`config.mk`:
```
export PLATFORM = sky130hd
export DESIGN_NAME = ivp_top
export DESIGN_NICKNAME = d
export VERILOG_FILES = /design/src/design/ivp_pkg.sv /design/src/design/ivp_arbiter.sv /design/src/design/ivp_top.sv
export SDC_FILE = /design/constraint.sdc
export NUM_CORES = 1
export LEC_CHECK = 0
export BUFFER_PORTS_ARGS = -buffer_cell sky130_fd_sc_hd__buf_2
export CORE_AREA = 2 2 99 101
export CTS_CLUSTER_DIAMETER = 40
export DETAILED_ROUTE_END_ITERATION = 6
export DIE_AREA = 0 0 101 103
export HOLD_SLACK_MARGIN = 0.03
export PLACE_DENSITY = 0.75
export SYNTH_ARGS = -nofsm -noshare
export SYNTH_HDL_FRONTEND = slang
export SYNTH_HIERARCHICAL = 1
export SYNTH_SLANG_ARGS = --single-unit
```
`constraint.sdc`:
```
create_clock -name core_clk -period 6.05 [get_ports core_clk]
set_clock_uncertainty 0.15 [all_clocks]
set_input_delay 0.9075 -clock core_clk [delete_from_list [all_inputs] [get_ports core_clk]]
set_output_delay 0.9075 -clock core_clk [all_outputs]
set_load 0.05 [all_outputs]
```
`src/design/ivp_pkg.sv`:
```
// ivp_pkg: constants for the interrupt vector and priority block
// assumes a 10 MHz core clock and a plain strobe register port
// Behaviour
// addresses below the vector-area top hold only fixed vectors, never application code
// after any reset the program counter starts at the reset vector, address zero
// software places a jump at zero; its target lies in the next word
// two vector tables span 0x000004..0x0000FF and 0x000100..0x0001FF
// every source owns a distinct entry and so its own service routine
// priority fields are three bits; codes one to seven, seven highest
// a zero priority field disables its source completely
// timer two priority in bits 14:12, output compare two in 10:8
// input capture two priority in bits 6:4, dma zero done in 2:0
// bits 15, 11, 7 and 3 of the priority register read zero
// disable counter sits at 0x0052; top two bits unimplemented
// cpu level joins the top bit above three bits; top bit blocks user interrupts
// after reset every priority field holds 100, level four
// highest enabled pending priority wins, only above the current cpu level
package ivp_pkg;
  localparam int          ADDR_W          = 16;
  localparam int          DATA_W          = 16;
  localparam int          PC_W            = 24;
  localparam int          PRIO_W          = 3;
  localparam int          NUM_SRC         = 4;
  localparam int          VEC_IDX_W       = 7;
  localparam int          CNT_W           = 14;
  localparam logic [15:0] OFS_DISABLE_CNT = 16'h0052;
  localparam logic [15:0] OFS_PRIO_ONE    = 16'h00A6;
  localparam logic [23:0] RESET_VECTOR    = 24'h000000;
  localparam logic [23:0] GOTO_TARGET_AT  = 24'h000002;
  localparam logic [23:0] TABLE_ONE_BASE  = 24'h000004;
  localparam logic [23:0] TABLE_ONE_END   = 24'h0000FF;
  localparam logic [23:0] TABLE_TWO_BASE  = 24'h000100;
  localparam logic [23:0] TABLE_TWO_END   = 24'h0001FF;
  localparam logic [23:0] VECTOR_AREA_TOP = 24'h000200;
  localparam logic [15:0] PRIO_ONE_MASK   = 16'h7777;
  localparam logic [15:0] PRIO_ONE_RESET  = 16'h4444;
  localparam logic [15:0] CNT_MASK        = 16'h3FFF;
  localparam logic [2:0]  PRIO_OFF        = 3'h0;
  localparam int          LSB_TIMER_TWO   = 12;
  localparam int          LSB_OC_TWO      = 8;
  localparam int          LSB_IC_TWO      = 4;
  localparam int          LSB_DMA_ZERO    = 0;
  // source vector numbers, one per source
  localparam logic [6:0]  VEC_OC_TWO      = 7'h0A;
  localparam logic [6:0]  VEC_IC_TWO      = 7'h0B;
  localparam logic [6:0]  VEC_TIMER_TWO   = 7'h0D;
  localparam logic [6:0]  VEC_DMA_ZERO    = 7'h0E;
  localparam logic [6:0]  VEC_NONE        = 7'h00;

  typedef enum logic [1:0] {
    IVP_RUN   = 2'b00,
    IVP_TAKEN = 2'b01
  } ivp_state_type;

  // each entry is one instruction word, two address units wide
  function automatic logic [23:0] vec_addr(input logic [6:0] idx, input logic alt);
    vec_addr = (alt ? TABLE_TWO_BASE : TABLE_ONE_BASE) + {16'h0000, idx, 1'b0};
  endfunction
endpackage

```
`src/design/ivp_arbiter.sv`:
```
// ivp_arbiter: picks the pending source of highest priority
// assumes request levels held by peripherals until serviced
`timescale 1ns/10ps
module ivp_arbiter #(
  parameter int NSRC = ivp_pkg::NUM_SRC
) (
  input  wire logic [NSRC-1:0]                 req,
  input  wire logic [NSRC*ivp_pkg::PRIO_W-1:0] prio,
  input  wire logic [ivp_pkg::VEC_IDX_W*NSRC-1:0] vec,
  output logic                                 hit,
  output logic [ivp_pkg::PRIO_W-1:0]           win_prio,
  output logic [ivp_pkg::VEC_IDX_W-1:0]        win_vec,
  output logic [NSRC-1:0]                      win_onehot
);
  import ivp_pkg::*;
  initial begin
    if (NSRC < 1) $error("ivp_arbiter needs at least one source");
  end
  always_comb begin
    hit        = 1'b0;
    win_prio   = PRIO_OFF;
    win_vec    = VEC_NONE;
    win_onehot = '0;
    // lower index wins a tie; fixed order keeps service predictable
    for (int i = 0; i < NSRC; i++) begin
      if (req[i] && prio[i*PRIO_W +: PRIO_W] != PRIO_OFF &&
          (!hit || prio[i*PRIO_W +: PRIO_W] > win_prio)) begin
        hit        = 1'b1;
        win_prio   = prio[i*PRIO_W +: PRIO_W];
        win_vec    = vec[i*VEC_IDX_W +: VEC_IDX_W];
        win_onehot = '0;
        win_onehot[i] = 1'b1;
      end
    end
  end
endmodule

```
`src/design/ivp_top.sv`:
```
// ivp_top: interrupt vector and source priority logic
// assumes the core acknowledges a vector with one-cycle vec_ack
//
// Decided for this implementation: the address-and-strobe port.
`timescale 1ns/10ps
module ivp_top (
  input  wire logic                        core_clk,
  input  wire logic                        rst,
  input  wire logic                        clk_en,
  input  wire logic [ivp_pkg::ADDR_W-1:0]  reg_addr,
  input  wire logic [ivp_pkg::DATA_W-1:0]  reg_wdata,
  input  wire logic                        reg_wr,
  input  wire logic                        reg_rd,
  output logic      [ivp_pkg::DATA_W-1:0]  reg_rdata,
  input  wire logic                        timer_two_req,
  input  wire logic                        output_compare_two_req,
  input  wire logic                        input_capture_two_req,
  input  wire logic                        dma_zero_done_req,
  input  wire logic [ivp_pkg::PRIO_W-1:0]  cpu_priority_level,
  input  wire logic                        cpu_priority_level_top_bit,
  input  wire logic                        alt_table_sel,
  input  wire logic                        disi_load,
  input  wire logic [ivp_pkg::CNT_W-1:0]   disi_value,
  input  wire logic                        instr_retire,
  input  wire logic                        vec_ack,
  output logic                             irq_req,
  output logic      [ivp_pkg::PRIO_W-1:0]  irq_prio,
  output logic      [ivp_pkg::PC_W-1:0]    irq_vector_addr,
  output logic      [ivp_pkg::PC_W-1:0]    reset_pc,
  output logic                             disable_active,
  output logic      [3:0]                  src_ack
);
  import ivp_pkg::*;

  ////////////////////////////////////////////////////////////////////////////
  logic [15:0]         prio_one_r;
  logic [CNT_W-1:0]    disable_cnt_r;
  logic [DATA_W-1:0]   rdata_nxt;
  logic                hit;
  logic [PRIO_W-1:0]   win_prio;
  logic [VEC_IDX_W-1:0] win_vec;
  logic [3:0]          win_onehot;
  logic [3:0]          req_v;
  logic [4*PRIO_W-1:0] prio_v;
  logic [4*VEC_IDX_W-1:0] vec_v;
  logic                allow;
  ivp_state_type       state_r;

  ////////////////////////////////////////////////////////////////////////////
  // register writes; reserved bits never store
  always_ff @(posedge core_clk or posedge rst) begin
    if (rst) begin
      prio_one_r <= PRIO_ONE_RESET;
    end else if (clk_en && reg_wr && reg_addr == OFS_PRIO_ONE) begin
      prio_one_r <= reg_wdata & PRIO_ONE_MASK;
    end
  end

  // counter content is undefined at reset by nature; zero is chosen so
  // interrupts are not held off after reset
  always_ff @(posedge core_clk or posedge rst) begin
    if (rst) begin
      disable_cnt_r <= '0;
    end else if (clk_en) begin
      if (reg_wr && reg_addr == OFS_DISABLE_CNT) begin
        disable_cnt_r <= reg_wdata[CNT_W-1:0];
      end else if (disi_load) begin
        disable_cnt_r <= disi_value;
      end else if (instr_retire && disable_cnt_r != '0) begin
        disable_cnt_r <= disable_cnt_r - 1'b1;
      end
    end
  end

  always_comb begin
    rdata_nxt = '0;
    unique case (reg_addr)
      OFS_PRIO_ONE:    rdata_nxt = prio_one_r & PRIO_ONE_MASK;
      OFS_DISABLE_CNT: rdata_nxt = {2'b00, disable_cnt_r} & CNT_MASK;
      default:         rdata_nxt = '0;
    endcase
  end

  always_ff @(posedge core_clk or posedge rst) begin
    if (rst) begin
      reg_rdata <= '0;
    end else if (clk_en) begin
      reg_rdata <= reg_rd ? rdata_nxt : '0;
    end
  end

  ////////////////////////////////////////////////////////////////////////////
  // source fields gathered for the arbiter
  assign req_v  = {dma_zero_done_req, input_capture_two_req,
                   output_compare_two_req, timer_two_req};
  assign prio_v = {prio_one_r[LSB_DMA_ZERO +: PRIO_W],
                   prio_one_r[LSB_IC_TWO +: PRIO_W],
                   prio_one_r[LSB_OC_TWO +: PRIO_W],
                   prio_one_r[LSB_TIMER_TWO +: PRIO_W]};
  assign vec_v  = {VEC_DMA_ZERO, VEC_IC_TWO, VEC_OC_TWO, VEC_TIMER_TWO};

  ivp_arbiter #(.NSRC(4)) u_arb (
    .req        (req_v),
    .prio       (prio_v),
    .vec        (vec_v),
    .hit        (hit),
    .win_prio   (win_prio),
    .win_vec    (win_vec),
    .win_onehot (win_onehot)
  );

  // top bit set means level above seven, so no user source can pass
  assign allow = hit && !cpu_priority_level_top_bit &&
                 win_prio > cpu_priority_level &&
                 disable_cnt_r == '0;
  assign disable_active = disable_cnt_r != '0;

  ////////////////////////////////////////////////////////////////////////////
  // request held with vector registered; vec_ack drops it for two cycles, the one in IVP_TAKEN and the first back in IVP_RUN
  always_ff @(posedge core_clk or posedge rst) begin
    if (rst) begin
      state_r         <= IVP_RUN;
      irq_req         <= 1'b0;
      irq_prio        <= PRIO_OFF;
      irq_vector_addr <= RESET_VECTOR;
      src_ack         <= '0;
    end else if (clk_en) begin
      src_ack <= '0;
      unique case (state_r)
        IVP_RUN: begin
          irq_req <= allow;
          if (allow) begin
            irq_prio        <= win_prio;
            irq_vector_addr <= vec_addr(win_vec, alt_table_sel);
          end
          if (irq_req && vec_ack) begin
            irq_req <= 1'b0;
            src_ack <= win_onehot;
            state_r <= IVP_TAKEN;
          end
        end
        IVP_TAKEN: begin
          irq_req <= 1'b0;
          state_r <= IVP_RUN;
        end
        default: state_r <= IVP_RUN;
      endcase
    end
  end

  // reset vector is fixed; the image supplies a jump there
  assign reset_pc = RESET_VECTOR;

  ////////////////////////////////////////////////////////////////////////////
  a_vec_in_area: assert property (@(posedge core_clk) disable iff (rst)
    irq_req |-> irq_vector_addr >= TABLE_ONE_BASE &&
                irq_vector_addr < VECTOR_AREA_TOP)
    else $error("vector outside reserved area");
  a_reset_pc_zero: assert property (@(posedge core_clk) disable iff (rst)
    reset_pc == RESET_VECTOR)
    else $error("reset pc not zero");
  a_table_range: assert property (@(posedge core_clk) disable iff (rst)
    irq_req |-> (alt_table_sel ? 1'b1 : irq_vector_addr <= TABLE_ONE_END) ||
                irq_vector_addr <= TABLE_TWO_END)
    else $error("vector beyond tables");
  a_off_silent: assert property (@(posedge core_clk) disable iff (rst)
    (clk_en && prio_one_r == '0) |=> !irq_req || $past(irq_req))
    else $error("disabled source raised request");
  a_rsv_zero: assert property (@(posedge core_clk) disable iff (rst)
    (prio_one_r & ~PRIO_ONE_MASK) == '0)
    else $error("reserved priority bits set");
  a_cnt_top_zero: assert property (@(posedge core_clk) disable iff (rst)
    $past(reg_rd && reg_addr == OFS_DISABLE_CNT && clk_en) |-> reg_rdata[15:14] == 2'b00)
    else $error("counter top bits not zero");
  a_top_bit_block: assert property (@(posedge core_clk) disable iff (rst)
    (clk_en && cpu_priority_level_top_bit && !irq_req) |=> !irq_req)
    else $error("request with top level bit set");
  a_level_above: assert property (@(posedge core_clk) disable iff (rst)
    (clk_en && allow && state_r == IVP_RUN && !(irq_req && vec_ack)) |=>
      irq_req && irq_prio == $past(win_prio))
    else $error("winning priority not presented");
endmodule

```
; ---- After elaboration in Yosys (flattened, before gate mapping)
; Index checks and enable logic that the tools add are counted.
[totals]
reg_bits = 76
in_bits = 63
[op_classes]
addsub = 2
n_lt_le_gt_ge = 4
eq_ne = 4
n_mux = 28
n_reduce_logical = 35
[ops]
columns = cell, count
row1 = 14-bit two-way mux, 3
row2 = 15-bit case mux with 2 select lines, 1
row3 = 4-bit two-way mux, 7
row4 = "16-bit by 7-bit == test with 1-bit output, second input constant", 1
row5 = "16-bit by 8-bit == test with 1-bit output, second input constant", 1
row6 = 16-bit two-way mux, 1
row7 = 1-bit logical AND, 15
row8 = 3-bit two-way mux, 5
row9 = 3-bit nonzero test, 5
row10 = 14-bit logical NOT, 1
row11 = 14-bit nonzero test, 1
row12 = "14-bit by 1-bit subtractor with 14-bit output, second input constant", 1
row13 = 3-bit greater-than comparator, 4
row14 = 9-bit by 8-bit adder with 10-bit output, 1
row15 = 9-bit two-way mux, 1
row16 = 1-bit two-way mux, 6
row17 = 2-bit two-way mux, 3
row18 = 2-bit AND reduction, 3
row19 = 1-bit logical NOT, 4
row20 = 1-bit logical OR, 3
row21 = 3-bit AND reduction, 1
row22 = "2-bit by 1-bit == test with 1-bit output, second input constant", 1
row23 = 2-bit logical NOT, 1
row24 = "2-bit inequality test, second input constant", 1
row25 = 2 further kinds, 2

; ---- Depth between registers and ports, before layout
[logic_depth]
ltp_word = 20
mapped_depth = 30
depth_no_buf = 29

; ---- By module
; Netlist, hierarchy kept.
[modules_own_cells]
columns = mod, n_inst, cells_each, area_per_inst_um2
row1 = ivp_top, 1, 357, 3584.7
row2 = ivp_arbiter, 1, 101, 686.9

; ---- Worst setup path after synthesis
; No wires, ideal clock.
[synth_path]
path_type = input to register
from = input timer_two_req
to = register irq_prio[1] in the netlist's numbering
setup_time_ns = 0.125
arrival_ns = 5.835
required_ns = 5.775
path_slack_ns = -0.059
cell_stages = 25
n_path_buf = 3
path_cell_list = nand2_1 > ha_1 > a211o_1 > a21oi_1 > o2bb2ai_1 > ha_1 > a211oi_1 > o21bai_4 > and2b_1 > buf_6 > nor2_1 > nor2b_1 > ha_1 > nor2b_1 > o21a_1 > o21ai_0 > a21o_1 > clkbuf_1 > o22a_1 > ha_1 > nor2b_1 > o21a_1 > o2111ai_1 > clkbuf_1 > mux2_2
[synth_via]
elab_chain_len = 18
elab_cells_between_ends = 26
classes_between = 4 x order compare / 8 x mux / 14 x reduce/logical
[synth_lines]
columns = element, line_no
row1 = start: declaration, ivp_top.sv:15  ; input wire logic timer_two_req,
row2 = 1-bit logical AND *, ivp_arbiter.sv:26  ; if (req[i] && prio[i*PRIO_W +: PRIO_W] != PRIO_OFF &&
row3 = 3-bit two-way mux or 1-bit two-way mux (tied branches), ivp_arbiter.sv:26
row4 = 3-bit greater-than comparator or 1-bit logical NOT (tied branches), ivp_arbiter.sv:27  ; (!hit || prio[i*PRIO_W +: PRIO_W] > win_prio)) begin
row5 = 1-bit logical OR, ivp_arbiter.sv:27
row6 = 1-bit logical AND, ivp_arbiter.sv:26
row7 = 3-bit two-way mux or 1-bit two-way mux (tied branches), ivp_arbiter.sv:26
row8 = 3-bit greater-than comparator or 1-bit logical NOT (tied branches), ivp_arbiter.sv:27
row9 = 1-bit logical OR, ivp_arbiter.sv:27
row10 = (+3 left out), -
row11 = 1-bit logical OR, ivp_arbiter.sv:27
row12 = 1-bit logical AND, ivp_arbiter.sv:26
row13 = 3-bit two-way mux *, ivp_arbiter.sv:26
row14 = net win_prio[1], ivp_top.sv:40  ; logic [PRIO_W-1:0] win_prio;
row15 = 3-bit greater-than comparator, ivp_top.sv:114  ; win_prio > cpu_priority_level &&
row16 = 1-bit logical AND, ivp_top.sv:113  ; assign allow = hit && !cpu_priority_level_top_bit &&
row17 = 1-bit logical AND, ivp_top.sv:114
row18 = 3-bit AND reduction (no line), -
row19 = end signal: assignment, ivp_top.sv:133  ; irq_prio <= win_prio;
row20 = end: declaration, ivp_top.sv:27  ; output logic [ivp_pkg::PRIO_W-1:0] irq_prio,
; Mark *: on every way through the listed nets, which the timed path passes. The rest lies on a longest branch.
; A chain may end at the register's enable or synchronous reset.

; ---- Final worst setup path
[layout_path]
from = input timer_two_req
to = register irq_vector_addr[7] in the netlist's numbering
[layout_via]
elab_chain_len = 18
elab_cells_between_ends = 31
classes_between = 1 x add/sub / 4 x order compare / 12 x mux / 14 x reduce/logical
[layout_lines]
columns = element, line_no
row1 = 1-bit logical AND *, ivp_arbiter.sv:26
row2 = 3-bit two-way mux or 1-bit two-way mux (tied branches), ivp_arbiter.sv:26
row3 = 3-bit greater-than comparator or 1-bit logical NOT (tied branches), ivp_arbiter.sv:27
row4 = 1-bit logical OR, ivp_arbiter.sv:27
row5 = 1-bit logical AND, ivp_arbiter.sv:26
row6 = 3-bit two-way mux or 1-bit two-way mux (tied branches), ivp_arbiter.sv:26
row7 = 3-bit greater-than comparator or 1-bit logical NOT (tied branches), ivp_arbiter.sv:27
row8 = 1-bit logical OR, ivp_arbiter.sv:27
row9 = (+3 left out), -
row10 = 1-bit logical OR, ivp_arbiter.sv:27
row11 = 1-bit logical AND, ivp_arbiter.sv:26
row12 = 3-bit two-way mux *, ivp_arbiter.sv:26
row13 = net win_prio[0], ivp_top.sv:40
row14 = 3-bit greater-than comparator *, ivp_top.sv:114
row15 = 1-bit logical AND *, ivp_top.sv:113
row16 = 1-bit logical AND *, ivp_top.sv:114
row17 = 3-bit AND reduction (no line) *, -
row18 = end signal: assignment, ivp_top.sv:134  ; irq_vector_addr <= vec_addr(win_vec, alt_table_sel);
row19 = end: declaration, ivp_top.sv:28  ; output logic [ivp_pkg::PC_W-1:0] irq_vector_addr,
; Marks and branches as above.

==> impl_metrics.csv <==
group,metric,value,unit
floorplan,rows,36,
floorplan,start_util,0.4516,
critical_path,startpoint_type,"input port",
drt,wirelength,10.78,mm
cells_and_area,final_common_cell,"buf_2",
synth,avgSynthCellArea,9.327,sq um
power,vdd_drop_max,0.0001340,V
drt,drtPass1Iterations,4,
place,hpwl,7.774,mm
grt,grt_pass1_vias,3598,
clocking,clk_pin_slew_worst_paths,0.07,ns
worst_hold_path,hold_class,"reg -> reg",
cells_and_area,final_nets,670,
grt,grt_use_total,0.2037,
critical_path,worstPathArrival,5.95,ns
synth,synth-seq-area-share,0.3468,
timing,slew_headroom,0.4098,
timing,maxSlewViolCount,0,
grt,overflow,0,
clocking,cts_tree,"yes",
synth,yosysWarnings,6,
clocking,cts_num_sinks,59,
drt,postRouteAntennaNets,0,
floorplan,die_h,103,um
critical_path,cp_common_cell,"buf_6",
clocking,cts.htree.levels,3,
critical_path,critical-path-slowest-cell,"mux2_4",
synth,synthFlopType,"dfrtp_1",
synth,syn_inst,458,
grt,grt_pass1_wl,16.86,mm
cells_and_area,final_cell_mix,"94 x buf_2, 68 x conb_1, 55 x dfrtp_1, 33 x inv_1, 31 x mux2_2",
critical_path,cp_max_fo,9,
timing,finalSetupViolCount,0,
floorplan,fp.coreArea,9459,sq um
drt,routedWlPerCell,15.18,um
synth,yosysUniqueCellTypes,67,
cells_and_area,area_delta_synth_final,24.66,%
drt,vias,3767,
timing,fin_crit_sh,0.9665,
place,place_congestion,0.8998,
timing,totalNegativeSetupSlack,0,ns
synth,yosys.area.top_type,"dfrtp_1",
power,leakage,2.495,nW
timing,min_period,5.847,ns
grt,grt_max_degree,60,
synth,syn_area,4272,sq um
place,portBuffers,94,
critical_path,worstSetupEndpointType,"register",
floorplan,die_width,101,um
cells_and_area,antennaDiodeCount,0,
clocking,cts_buffer_depth,2,
synth,yosys-top-cells-area,"dfrtp_1 32%, mux2_2 8.2%, buf_4 7.4%",
critical_path,r2r_setup_slack,0.32,ns
timing,worst_pin_slew,0.8853,ns
critical_path,path_class,"in -> reg",
cells_and_area,regArea,1481,sq um
clocking,root_buffer,"clkbuf_8",
floorplan,pin_count,136,
clocking,holdBufCountCts,0,
cells_and_area,nFillCells,848,
timing,fin_hold_ws,0.3231,ns
timing,hold_viol_final,0,
drt,drc_errors,0,
job,max_cap_viol_count,0,
timing,fmax,0.1710,GHz
synth,ys_ff_latch,59,
synth,synth_edf_count,0,
critical_path,crit_required,6.15,ns
power,power,0.001077,W
critical_path,path_buf_inv,7,
grt,antenna_found_initial,0,
synth,yosysTopAreaCellShare,0.3222,
clocking,cts_made_buffers,9,
synth,async_flop_share,1.000,
critical_path,critPathTopFamily,"compound AO/OA/AOI/OAI gates",
drt,drt_iter0_drc,130,
critical_path,max_stage_delay,0.32,ns
floorplan,die_area,10400,sq um
cells_and_area,drive_above_1_share,0.3775,
run_status,status,"finished, final reports clean",
clocking,clock_latency,0.34,ns
drt,drt-vias-per-instance,5.306,
power,power_density,202.2,nW/um^2
cells_and_area,multi_input_comb_area,2678,sq um
cells_and_area,finalCoreUtilization,0.5630,
worst paths after layout:
kind | start | to | cells after the start
worst max-delay path | timer_two_req | irq_vector_addr[7] | 28
worst min-delay path | irq_vector_addr[4] | irq_vector_addr[4] | 2
worst max register to register | prio_one_r[14] | irq_vector_addr[7] | 27
worst min register to register | irq_vector_addr[4] | irq_vector_addr[4] | 2
max in group asynchronous | rst | reg_rdata[6] | 3
min in group asynchronous | rst | irq_vector_addr[7] | 3
final cells by class:
class                           instances  share of cell area
Clock buffer                           12             0.02726
Clock inverter                          4             0.01386
Inverter                               37             0.02608
Multi-Input combinational cell        366              0.5028
Sequential cell                        59              0.2782
Tap cell                              114             0.02679
Timing Repair Buffer                  118              0.1250
worst reg2reg max path: stages, from the launching register on:
cell       delay, ns
dfstp_2         0.59
nand2_2         0.12
ha_4            0.31
nor2_2          0.05
a31oi_4         0.24
buf_6           0.15
a31oi_1         0.10
o2bb2ai_2       0.25
ha_4            0.25
o21ai_2         0.21
o21bai_4        0.09
and2b_1         0.20
buf_6           0.15
o31ai_4         0.29
ha_2            0.22
nor2b_1         0.04
o21a_1          0.16
o21ai_1         0.12
a21o_1          0.22
mux2_4          0.32
inv_2           0.06
ha_1            0.22
and3_4          0.16
nor4_4          0.26
o2111ai_2       0.18
buf_6           0.18
buf_4           0.15
o21ai_0         0.17
flip-flops by register name, summed over array words and instances (netlist names):
| register | flops |
|---|---|
| disable_cnt_r | 14 |
| irq_prio | 3 |
| irq_req | 1 |
| irq_vector_addr | 9 |
| prio_one_r | 12 |
| reg_rdata | 15 |
| src_ack | 4 |
| state_r | 1 |
cells by family after synthesis:
family / share of synthesized area
adder cells (fa/ha/maj): 0.04687
flip-flops: 0.3468
multiplexers: 0.1204
XOR/XNOR: 0.01435
other: 0.001758
AO/OA/AOI/OAI: 0.1901
buffers and inverters: 0.1312
AND/OR/NAND/NOR: 0.1485
Yosys cell counts (all sizes together) (4+ instances only):
| cell | number |
|---|---|
| a22oi | 11 |
| a221oi | 7 |
| or3 | 4 |
| mux2 | 40 |
| nor2 | 18 |
| or2 | 4 |
| clkbuf | 13 |
| nor2b | 7 |
| ha | 16 |
| o21ai | 33 |
| nand2 | 33 |
| o31ai | 10 |
| and2 | 5 |
| nor4 | 5 |
| and3 | 4 |
| buf | 49 |
| a21oi | 4 |
| o22ai | 19 |
| or4 | 5 |
| inv | 35 |
| dfrtp | 55 |
| o2bb2ai | 5 |
| nand3 | 17 |
| xnor2 | 5 |
| dfstp | 4 |
| a31oi | 10 |
metrics by stage:
stage / instances / worst slack (ns) / instance area (sq um)
after floorplan: 524 / 0.03651 / 4521
after global placement: 680 / -0.05491 / 4786
after detailed placement: 680 / -0.2930 / 4786
after CTS: 696 / 0.05807 / 5005
after global routing: 710 / -0.09812 / 5325
final: 710 / 0.2028 / 5325
per-layer routing:
layer	track usage	wire, um	up-vias
met5	0	0	-
met4	0.05301	68	0
met3	0.04746	689	9
met2	0.3626	5749	163
met1	0.2494	4270	1790
li1	-	-	1805
report_power, final:
| group | total [W] | switching (W) | internal (W) | leakage, nW |
|---|---|---|---|---|
| clock | 0.000410 | 0.000166 | 0.000244 | 0.111 |
| combinational | 0.000209 | 0.000129 | 0.0000799 | 1.61 |
| sequential | 0.000457 | 0.0000408 | 0.000417 | 0.775 |
what timing repair did:
item | 4_1_cts | 5_1_grt
gates resized for setup | 0 | 46
setup endpoints to repair | 0 | 13
buffers inserted | 0 | 13
No activity file was read; power rests on OpenSTA's default activity.
